## config.mk

```make
export PLATFORM = sky130hd
export DESIGN_NAME = cmb_msg_buf_engine
export DESIGN_NICKNAME = d
export VERILOG_FILES = /design/src/rtl/cmb_pkg.sv /design/src/rtl/cmb_field_codec.sv /design/src/rtl/cmb_msg_buf_engine.sv
export SDC_FILE = /design/constraint.sdc
export NUM_CORES = 1
export LEC_CHECK = 0
export BUFFER_PORTS_ARGS = -buffer_cell sky130_fd_sc_hd__buf_2
export CAP_MARGIN = 20
export CORE_MARGIN = 4
export CORE_UTILIZATION = 40
export CTS_BUF_LIST = sky130_fd_sc_hd__clkbuf_4
export CTS_CLUSTER_SIZE = 40
export DETAILED_ROUTE_END_ITERATION = 8
export PLACE_DENSITY = 0.65
export SYNTH_ARGS = -nofsm -noshare
export SYNTH_HDL_FRONTEND = slang
export SYNTH_SLANG_ARGS = --single-unit
```

## constraint.sdc

```tcl
create_clock -name core_clk_in -period 4.8 [get_ports core_clk_in]
set_clock_uncertainty 0.15 [all_clocks]
set_input_delay 0.96 -clock core_clk_in [delete_from_list [all_inputs] [get_ports core_clk_in]]
set_output_delay 0.96 -clock core_clk_in [all_outputs]
set_load 0.005 [all_outputs]
```

## src/rtl/cmb_pkg.sv

```systemverilog
// Purpose: shared constants and types of the message buffer engine
// Assumes: buffers are 16-bit words in the shared DMA RAM, four words per buffer header
// Notes:   word i of a header travels in bits [16*i+15:16*i] of a 64-bit bundle
package cmb_pkg;

  // ---------------------------------------------------------------
  // buffer layout
  // ---------------------------------------------------------------
  localparam int unsigned WORD_W         = 16;
  localparam int unsigned HDR_WORDS      = 4;
  localparam int unsigned HDR_W          = WORD_W * HDR_WORDS;
  localparam int unsigned RAM_ADDR_W     = 16;
  localparam int unsigned BUF_IDX_W      = 5;
  localparam int unsigned BUF_CNT_W      = 6;
  // word 0
  localparam int unsigned STD_IDENT_LSB  = 2;
  localparam int unsigned STD_IDENT_MSB  = 12;
  localparam int unsigned SUBST_RMT_BIT  = 1;
  localparam int unsigned EXT_FMT_BIT    = 0;
  // word 1 and word 2
  localparam int unsigned EXT_HI_MSB     = 11;
  localparam int unsigned EXT_LO_LSB     = 10;
  localparam int unsigned RMT_REQ_BIT    = 9;
  localparam int unsigned RSV_HIGH_BIT   = 8;
  localparam int unsigned RSV_LOW_BIT    = 4;
  localparam int unsigned LEN_MSB        = 3;
  // word 3
  localparam int unsigned BYTE0_LSB      = 0;
  localparam int unsigned BYTE1_LSB      = 8;
  // unimplemented bits of each word, forced to zero
  localparam logic [15:0] WORD0_UNIMPL   = 16'he000;
  localparam logic [15:0] WORD1_UNIMPL   = 16'hf000;
  localparam logic [15:0] WORD2_UNIMPL   = 16'h00e0;
  localparam logic [15:0] WORD3_UNIMPL   = 16'h0000;
  // reset values
  localparam logic [63:0] WORDS_RESET    = 64'h0;
  localparam logic [15:0] ADDR_RESET     = 16'h0;

  // ---------------------------------------------------------------
  // sequencer states
  // ---------------------------------------------------------------
  typedef enum logic [1:0] {
    CMB_IDLE  = 2'b00,
    CMB_FETCH = 2'b01,
    CMB_STORE = 2'b10
  } cmb_state_e;

  typedef struct packed {
    cmb_state_e  st;
    logic [1:0]  widx;
    logic [63:0] words;
    logic [15:0] buf_addr;
    logic        ram_rd;
    logic        ram_wr;
    logic        tx_valid;
    logic        rx_done;
    logic        err;
  } cmb_regs_s;

  // mask of unimplemented bits for a header word
  function automatic logic [15:0] cmb_unimpl_mask(input logic [1:0] idx);
    case (idx)
      2'h0:    cmb_unimpl_mask = WORD0_UNIMPL;
      2'h1:    cmb_unimpl_mask = WORD1_UNIMPL;
      2'h2:    cmb_unimpl_mask = WORD2_UNIMPL;
      default: cmb_unimpl_mask = WORD3_UNIMPL;
    endcase
  endfunction

endpackage

```

## src/rtl/cmb_field_codec.sv

```systemverilog
// Purpose: packs frame fields into header words and unpacks header words into fields
// Assumes: purely combinational, used by the sequencer on both paths
// Notes:   payload byte 0 sits in the low byte of word 3
`timescale 1ns/1ps
module cmb_field_codec
  import cmb_pkg::*;
(
  // words to unpack
  input  wire logic [cmb_pkg::HDR_W-1:0] words_in,
  // unpacked fields
  output logic [10:0]                    std_ident_out,
  output logic                           subst_remote_out,
  output logic                           ext_fmt_out,
  output logic [17:0]                    ext_ident_out,
  output logic                           remote_out,
  output logic                           rsv_high_out,
  output logic                           rsv_low_out,
  output logic [3:0]                     len_out,
  output logic [3:0]                     payload_len_out,
  output logic [7:0]                     byte0_out,
  output logic [7:0]                     byte1_out,
  // fields to pack
  input  wire logic [10:0]               std_ident_in,
  input  wire logic                      subst_remote_in,
  input  wire logic                      ext_fmt_in,
  input  wire logic [17:0]               ext_ident_in,
  input  wire logic                      remote_in,
  input  wire logic                      rsv_high_in,
  input  wire logic                      rsv_low_in,
  input  wire logic [3:0]                len_in,
  input  wire logic [7:0]                byte0_in,
  input  wire logic [7:0]                byte1_in,
  // packed words
  output logic [cmb_pkg::HDR_W-1:0]      words_out
);
  import cmb_pkg::*;

  logic [15:0] w0;
  logic [15:0] w1;
  logic [15:0] w2;
  logic [15:0] w3;

  // ---------------------------------------------------------------
  // unpack
  // ---------------------------------------------------------------
  always_comb begin
    w0 = words_in[15:0];
    w1 = words_in[31:16];
    w2 = words_in[47:32];
    w3 = words_in[63:48];
    std_ident_out    = w0[STD_IDENT_MSB:STD_IDENT_LSB];
    subst_remote_out = w0[SUBST_RMT_BIT];
    ext_fmt_out      = w0[EXT_FMT_BIT];
    // standard frames carry no extension, so hide it from the protocol engine
    ext_ident_out    = w0[EXT_FMT_BIT] ? {w1[EXT_HI_MSB:0], w2[15:EXT_LO_LSB]} : 18'h0;
    remote_out       = w2[RMT_REQ_BIT];
    rsv_high_out     = w2[RSV_HIGH_BIT];
    rsv_low_out      = w2[RSV_LOW_BIT];
    len_out          = w2[LEN_MSB:0];
    payload_len_out  = w2[RMT_REQ_BIT] ? 4'h0 : w2[LEN_MSB:0];
    byte0_out        = w3[BYTE0_LSB +: 8];
    byte1_out        = w3[BYTE1_LSB +: 8];
  end

  // ---------------------------------------------------------------
  // pack, same layout as software uses
  // ---------------------------------------------------------------
  always_comb begin
    words_out = {byte1_in, byte0_in,
                 ext_ident_in[5:0], remote_in, rsv_high_in, 3'h0, rsv_low_in, len_in,
                 4'h0, ext_ident_in[17:6],
                 3'h0, std_ident_in, subst_remote_in, ext_fmt_in};
  end

endmodule

```

## src/rtl/cmb_msg_buf_engine.sv

```systemverilog
// Purpose: fetches transmit headers from and stores receive headers to shared RAM buffers
// Assumes: ram port on core_clk_in; a request stands until ram_ack_in, read data with ack
// Notes:   four words per buffer; buffer n starts at area_base_in + 4*n
`timescale 1ns/1ps
module cmb_msg_buf_engine
  import cmb_pkg::*;
(
  // clock and reset
  input  wire logic                           core_clk_in,
  input  wire logic                           reset_in,
  // buffer area set up by software
  input  wire logic [cmb_pkg::RAM_ADDR_W-1:0] area_base_in,
  input  wire logic [cmb_pkg::BUF_CNT_W-1:0]  area_bufs_in,
  // transmit fetch
  input  wire logic                           tx_req_in,
  input  wire logic [cmb_pkg::BUF_IDX_W-1:0]  tx_buf_in,
  output logic                                tx_valid_out,
  output logic [10:0]                         tx_std_ident_out,
  output logic                                tx_subst_remote_out,
  output logic                                tx_ext_fmt_out,
  output logic [17:0]                         tx_ext_ident_out,
  output logic                                tx_remote_out,
  output logic                                tx_rsv_high_out,
  output logic                                tx_rsv_low_out,
  output logic [3:0]                          tx_len_out,
  output logic [3:0]                          tx_payload_len_out,
  output logic [7:0]                          tx_byte0_out,
  output logic [7:0]                          tx_byte1_out,
  // receive store
  input  wire logic                           rx_req_in,
  input  wire logic [cmb_pkg::BUF_IDX_W-1:0]  rx_buf_in,
  input  wire logic [10:0]                    rx_std_ident_in,
  input  wire logic                           rx_subst_remote_in,
  input  wire logic                           rx_ext_fmt_in,
  input  wire logic [17:0]                    rx_ext_ident_in,
  input  wire logic                           rx_remote_in,
  input  wire logic                           rx_rsv_high_in,
  input  wire logic                           rx_rsv_low_in,
  input  wire logic [3:0]                     rx_len_in,
  input  wire logic [7:0]                     rx_byte0_in,
  input  wire logic [7:0]                     rx_byte1_in,
  output logic                                rx_done_out,
  // status
  output logic                                busy_out,
  output logic                                range_err_out,
  // shared ram port
  output logic [cmb_pkg::RAM_ADDR_W-1:0]      ram_addr_out,
  output logic                                ram_rd_out,
  output logic                                ram_wr_out,
  output logic [cmb_pkg::WORD_W-1:0]          ram_wdata_out,
  input  wire logic [cmb_pkg::WORD_W-1:0]     ram_rdata_in,
  input  wire logic                           ram_ack_in
);
  import cmb_pkg::*;

  cmb_regs_s         state_reg;
  cmb_regs_s         state_next;
  logic [HDR_W-1:0]  rx_words;
  logic              tx_in_area;
  logic              rx_in_area;
  logic              rx_accept;

  // ---------------------------------------------------------------
  // field codec
  // ---------------------------------------------------------------
  cmb_field_codec u_codec (
    .words_in         (state_reg.words),
    .std_ident_out    (tx_std_ident_out),
    .subst_remote_out (tx_subst_remote_out),
    .ext_fmt_out      (tx_ext_fmt_out),
    .ext_ident_out    (tx_ext_ident_out),
    .remote_out       (tx_remote_out),
    .rsv_high_out     (tx_rsv_high_out),
    .rsv_low_out      (tx_rsv_low_out),
    .len_out          (tx_len_out),
    .payload_len_out  (tx_payload_len_out),
    .byte0_out        (tx_byte0_out),
    .byte1_out        (tx_byte1_out),
    .std_ident_in     (rx_std_ident_in),
    .subst_remote_in  (rx_subst_remote_in),
    .ext_fmt_in       (rx_ext_fmt_in),
    .ext_ident_in     (rx_ext_ident_in),
    .remote_in        (rx_remote_in),
    .rsv_high_in      (rx_rsv_high_in),
    .rsv_low_in       (rx_rsv_low_in),
    .len_in           (rx_len_in),
    .byte0_in         (rx_byte0_in),
    .byte1_in         (rx_byte1_in),
    .words_out        (rx_words)
  );

  // ---------------------------------------------------------------
  // sequencer
  // ---------------------------------------------------------------
  assign tx_in_area = {1'b0, tx_buf_in} < area_bufs_in;
  assign rx_in_area = {1'b0, rx_buf_in} < area_bufs_in;
  // transmit wins when both ask in the same cycle; receive waits
  assign rx_accept  = (state_reg.st == CMB_IDLE) && !tx_req_in && rx_req_in && rx_in_area;

  always_comb begin
    state_next          = state_reg;
    state_next.tx_valid = 1'b0;
    state_next.rx_done  = 1'b0;
    state_next.err      = 1'b0;
    unique case (state_reg.st)
      CMB_IDLE: begin
        if (tx_req_in) begin
          if (tx_in_area) begin
            state_next.st       = CMB_FETCH;
            state_next.widx     = 2'h0;
            state_next.buf_addr = area_base_in + {9'h0, tx_buf_in, 2'b00};
            state_next.ram_rd   = 1'b1;
          end else begin
            state_next.err = 1'b1;
          end
        end else if (rx_req_in) begin
          if (rx_in_area) begin
            state_next.st       = CMB_STORE;
            state_next.widx     = 2'h0;
            state_next.words    = rx_words;
            state_next.buf_addr = area_base_in + {9'h0, rx_buf_in, 2'b00};
            state_next.ram_wr   = 1'b1;
          end else begin
            state_next.err = 1'b1;
          end
        end
      end
      CMB_FETCH: begin
        if (ram_ack_in) begin
          // unimplemented bits are dropped so they always read as zero
          state_next.words[{state_reg.widx, 4'h0} +: 16] =
            ram_rdata_in & ~cmb_unimpl_mask(state_reg.widx);
          if (state_reg.widx == 2'h3) begin
            state_next.ram_rd   = 1'b0;
            state_next.st       = CMB_IDLE;
            state_next.tx_valid = 1'b1;
          end else begin
            state_next.widx = state_reg.widx + 2'h1;
          end
        end
      end
      CMB_STORE: begin
        if (ram_ack_in) begin
          if (state_reg.widx == 2'h3) begin
            state_next.ram_wr  = 1'b0;
            state_next.st      = CMB_IDLE;
            state_next.rx_done = 1'b1;
          end else begin
            state_next.widx = state_reg.widx + 2'h1;
          end
        end
      end
      default: begin
        state_next.st     = CMB_IDLE;
        state_next.ram_rd = 1'b0;
        state_next.ram_wr = 1'b0;
      end
    endcase
  end

  always_ff @(posedge core_clk_in) begin
    if (reset_in) begin
      state_reg          <= '0;
      state_reg.st       <= CMB_IDLE;
      state_reg.words    <= WORDS_RESET;
      state_reg.buf_addr <= ADDR_RESET;
    end else begin
      state_reg <= state_next;
    end
  end

  // ---------------------------------------------------------------
  // outputs
  // ---------------------------------------------------------------
  assign ram_addr_out  = state_reg.buf_addr + {14'h0, state_reg.widx};
  assign ram_rd_out    = state_reg.ram_rd;
  assign ram_wr_out    = state_reg.ram_wr;
  assign ram_wdata_out = state_reg.words[{state_reg.widx, 4'h0} +: 16];
  assign tx_valid_out  = state_reg.tx_valid;
  assign rx_done_out   = state_reg.rx_done;
  assign range_err_out = state_reg.err;
  assign busy_out      = state_reg.st != CMB_IDLE;

  // ---------------------------------------------------------------
  // checks
  // ---------------------------------------------------------------
  property p_in_area;
    @(posedge core_clk_in) disable iff (reset_in)
      (ram_rd_out || ram_wr_out) |-> (ram_addr_out >= area_base_in);
  endproperty
  a_in_area: assert property (p_in_area) else $error("ram access below buffer area");

  property p_fetch_ends;
    @(posedge core_clk_in) disable iff (reset_in)
      (state_reg.st == CMB_FETCH && ram_ack_in && state_reg.widx == 2'h3)
        |=> (tx_valid_out && !ram_rd_out && !busy_out);
  endproperty
  a_fetch_ends: assert property (p_fetch_ends) else $error("fetch did not end after word 3");

  property p_std_store;
    @(posedge core_clk_in) disable iff (reset_in)
      rx_accept |=> state_reg.words[12:2] == $past(rx_std_ident_in);
  endproperty
  a_std_store: assert property (p_std_store) else $error("standard ident misplaced");

  property p_subst_store;
    @(posedge core_clk_in) disable iff (reset_in)
      rx_accept |=> state_reg.words[1] == $past(rx_subst_remote_in);
  endproperty
  a_subst_store: assert property (p_subst_store) else $error("substitute flag misplaced");

  property p_std_only;
    @(posedge core_clk_in) disable iff (reset_in)
      (tx_valid_out && !tx_ext_fmt_out) |-> tx_ext_ident_out == 18'h0;
  endproperty
  a_std_only: assert property (p_std_only) else $error("extension sent on standard frame");

  property p_ext_split;
    @(posedge core_clk_in) disable iff (reset_in)
      rx_accept |=> {state_reg.words[27:16], state_reg.words[47:42]} == $past(rx_ext_ident_in);
  endproperty
  a_ext_split: assert property (p_ext_split) else $error("extended ident misplaced");

  property p_unimpl_zero;
    @(posedge core_clk_in) disable iff (reset_in)
      ram_wr_out |-> (ram_wdata_out & cmb_unimpl_mask(state_reg.widx)) == 16'h0;
  endproperty
  a_unimpl_zero: assert property (p_unimpl_zero) else $error("unimplemented bit written");

  property p_len_store;
    @(posedge core_clk_in) disable iff (reset_in)
      rx_accept |=> state_reg.words[35:32] == $past(rx_len_in);
  endproperty
  a_len_store: assert property (p_len_store) else $error("length code misplaced");

  property p_bytes_store;
    @(posedge core_clk_in) disable iff (reset_in)
      rx_accept |=> state_reg.words[63:48] == {$past(rx_byte1_in), $past(rx_byte0_in)};
  endproperty
  a_bytes_store: assert property (p_bytes_store) else $error("payload bytes misplaced");

  property p_remote_empty;
    @(posedge core_clk_in) disable iff (reset_in)
      (tx_valid_out && tx_remote_out) |-> tx_payload_len_out == 4'h0;
  endproperty
  a_remote_empty: assert property (p_remote_empty) else $error("remote frame with payload");

  property p_store_layout;
    @(posedge core_clk_in) disable iff (reset_in)
      (rx_accept ##1 (ram_wr_out && ram_ack_in)) |-> ram_addr_out == state_reg.buf_addr;
  endproperty
  a_store_layout: assert property (p_store_layout) else $error("store not starting at word 0");

endmodule

```

==> impl_results.md <==
- Origin of the critical flop-to-flop path: state_reg[87]$_SDFFE_PP0P_
- Total global-route track usage: 0.205
- WL/cell: 18.3 µm
- Asr flop ratio synth: 0
- Type of element launching the critical path: flop
- Setup slack of the critical path after layout: 0.998 ns
- Switching Share: 0.372
- TritonCTS clock tree: built
- Number of buffers between clock root and the deepest sink: 2
- Fillcell total: 1582
- Mean Syn Cell Area: 9.12 µm²
- Internal power: 0.00144 W
- Share of power burned in combinational logic: 0.390
- Number of violations reported at the end of detailed-routing iteration 0: 384
- Setup TNS: 0 ns
- Area occupied by registers: 0.00178 mm²
- Count of pins on the block boundary: 203
- Final critical path time including I/O delays and setup: 3.80 ns
- Net count reported at finish: 962
- RSZ-0062 raised after global routing: no
- Width of the chip: 133 µm
- Number of global-route vias before repair: 5388
- Initial antenna violation count: 1
- Post-Synthesis Net Count: 822
- Worst path cell trace: ha_1, inv_1, fa_1, nor3b_1, nand4_1, nor2_1, xor2_1, buf_2
- Worst Hold Launch: state_reg[74]$_SDFFE_PP0P_
- Number of enable-type register cells in the synthesized netlist: 0
- Least-Margin Pin Slew: 0.939 ns
- Via-to-Cell Ratio: 5.51
- Slowest cell on the critical path: fa_1
- Number of port buffers: 202
- Area of the multi-input gates: 0.00397 mm²
- Number of sinks driven by the clock tree: 89
- Pre-CTS worst setup slack: 1.32 ns
- HPWL Detailed: 14000 µm
- Post-placement cell count: 1030
- Count of instances resized after the clock tree is built: 0
- Power consumption: 0.00229 W
- First-pass GRT wire length: 29400 µm
- Leakage power: 3.43 nW
- Layout cell share with drive strength beyond 1: 0.345
- Hold violation count in the final report: 0
- NetSw: 0.000850 W
- Outcome: finished clean
- Placer Congestion: 0.844
- Portion of the clock cycle consumed by the worst path in the final layout: 0.792
- Type of element capturing the critical path: output pin
- Skew-Pair Late Insertion Delay: 0.44 ns
- Area added between synthesis and finish: 15.8%
- Synthesis-stage register bit count: 89
- Peak Freq: 263 MHz
- Post-route non-filler standard cell count: 1047
- Number of iterations in the first detailed-routing pass: 5
- Vias after detailed routing: 5768
- IR drop worst, VDD: 141 µV
- Rel. slew slack: 0.374
- Max FFs per register: 84
- Power share of the clock group: 0.191
- Total overflow reported by the global router: 0
- Max-cap violation count: 0
- Power density relative to cell area: 314 mW/mm²
- Post-synthesis cell area: 0.00629 mm²
- Wirelength, routed: 19100 µm
- Slowest stage delay, CP: 0.41 ns
- Setup violation total in the final timing report: 0
- Number of max-slew violations in the final report: 0
- Number of distinct standard cells referenced by the synthesized netlist: 58
- Count of synthesis-stage warnings from yosys: 0
- Core Rows: 45
- Number of hold buffers added after CTS: 0
- Sequential element share of the synthesized area: 0.283
- Top delay family on crit path: simple AND/OR/NAND/NOR gates
- Maximum number of pins on one net before global-route repair: 91
- Class of the tightest hold or removal check: reg -> reg
- Full die area: 0.0178 mm²
- Most common flop cell mapped by yosys: dfxtp_1
- DRC violations left: 0
- Number of cells produced by synthesis: 690
- DRT antenna net count: 0
- Worst Path Class, Setup: reg -> out
- Crit Path Max Fanout: 4
- Clk root buf: clkbuf_4
- Die Y: 133 µm
- Deepest level of the CTS H-tree: 3
- Total clock buffers created by CTS: 9
- Power share of the sequential group: 0.419
- Initial cell density of the core: 0.411
- Placeable core region: 0.0153 mm²
- Start point of the critical path: state_reg[5]$_SDFFE_PP0P_
- Post-CTS repair timing setup buffer count: 0
- Critical Path AT: 2.69 ns
- Data required time of the worst path: 3.69 ns
- Buffers and inverters on the worst path: 2
- Clock-pin slew on the worst setup and hold paths: 0.14 ns
cells by family (layout without fill, tap and decap cells):
group                      after synthesis  after routing  synth area share
muxes                                   75             75             0.166
other                                    0              1                 0
DFF                                     89             89             0.283
buffers and inverters                   99            244            0.0859
AOI/OAI and AO/OA                      171            171             0.212
xor gates and xnor gates                23             23            0.0320
and+or+nand+nor                        208            208             0.169
adders and majority gates               25             25            0.0521
cells in the final DEF, fill, tap and decap left out, types with 14 or more instances in the layout:
master     instances
mux2_2            25
dfxtp_1           88
inv_1             17
o211ai_1          17
a21oi_1           24
ha_1              23
nor2b_1           39
nor2_1            44
mux2i_1           22
o2bb2ai_1         14
xor2_1            14
buf_2            202
nand2_1           53
a22oi_1           36
and2_1            20
mux4_2            16
power groups by stage:
stage,combinational (W),sequential (W),clock [W]
finish,0.000891,0.000958,0.000437
global route,0.000971,0.000971,0.000483
CTS,0.000897,0.000956,0.000457
detailed placement,0.000892,0.000972,0
global placement,0.000884,0.000973,0
floorplan,0.000681,0.000929,0
cell type report:
class	count	area share
Multi-Input combinational cell	502	0.545
Sequential cell	89	0.245
Timing Repair Buffer	207	0.144
Tap cell	211	0.0362
Inverter	21	0.0108
Clock buffer	10	0.0103
Clock inverter	6	0.00893
Antenna cell	1	0.000343
routing by layer:
| layer | part of all wire | track usage |
|---|---|---|
| met1 | 0.45 | 0.278 |
| met2 | 0.47 | 0.336 |
| met3 | 0.070 | 0.0412 |
| met4 | 0.016 | 0.0514 |
| met5 | 0 | 0 |
per-stage QoR:
step | util | hold slack, ns | instance area, µm²
floorplan | - | 0.282 | 6290
global placement | 0.467 | 0.298 | 7150
detailed placement | 0.467 | 0.307 | 7150
CTS | 0.476 | 0.327 | 7290
global route | 0.476 | 0.352 | 7290
finish | 0.476 | 0.327 | 7290
final timing paths:
path	end	slack, ns	cells past startpoint
worst max-delay path	ram_addr_out[14]	1.0	8
worst max register to register	state_reg[50]$_SDFFE_PP0P_	1.30	6
worst min register to register	state_reg[74]$_SDFFE_PP0P_	0.33	2
worst min-delay path	state_reg[74]$_SDFFE_PP0P_	0.33	2
worst register-to-register path: stages, from the launching register on:
cell and delay, ns:
dfxtp_1 0.36, inv_1 0.09, ha_1 0.78, nor2_1 0.21, a21oi_1 0.71, a21boi_2 0.71, mux2_2 0.41
synth_stat cells, types with 4 or more instances:
cell type  instances  area share
and2_1            20       0.020
and3_1             6      0.0060
nand3_1           13       0.010
o21a_1             4      0.0048
a21oi_1           24       0.019
o21ai_0            8      0.0064
nand2b_1           6      0.0060
nand4_1            9      0.0089
mux2_2            25       0.045
buf_4             31       0.037
mux2i_1           22       0.035
o221ai_1           6      0.0083
nor3_1             5      0.0040
mux2_4            12       0.029
mux4_2            16       0.057
dfxtp_1           89        0.28
o211ai_1          17       0.020
o2bb2ai_1         14       0.019
buf_2              6      0.0048
nor2_1            44       0.026
a221oi_1           9       0.013
nand2_1           53       0.032
o211a_1           10       0.016
clkbuf_1          31       0.018
buf_6              6       0.011
xor2_1            14       0.019
and4_1             8       0.011
a21o_1             5      0.0060
ha_1              23       0.046
buf_1              4      0.0024
xnor2_1            9       0.013
a211oi_1          13       0.016
nor2b_1           39       0.039
inv_1             17       0.010
a22oi_1           36       0.043
Power figures use the tool's default switching activity.
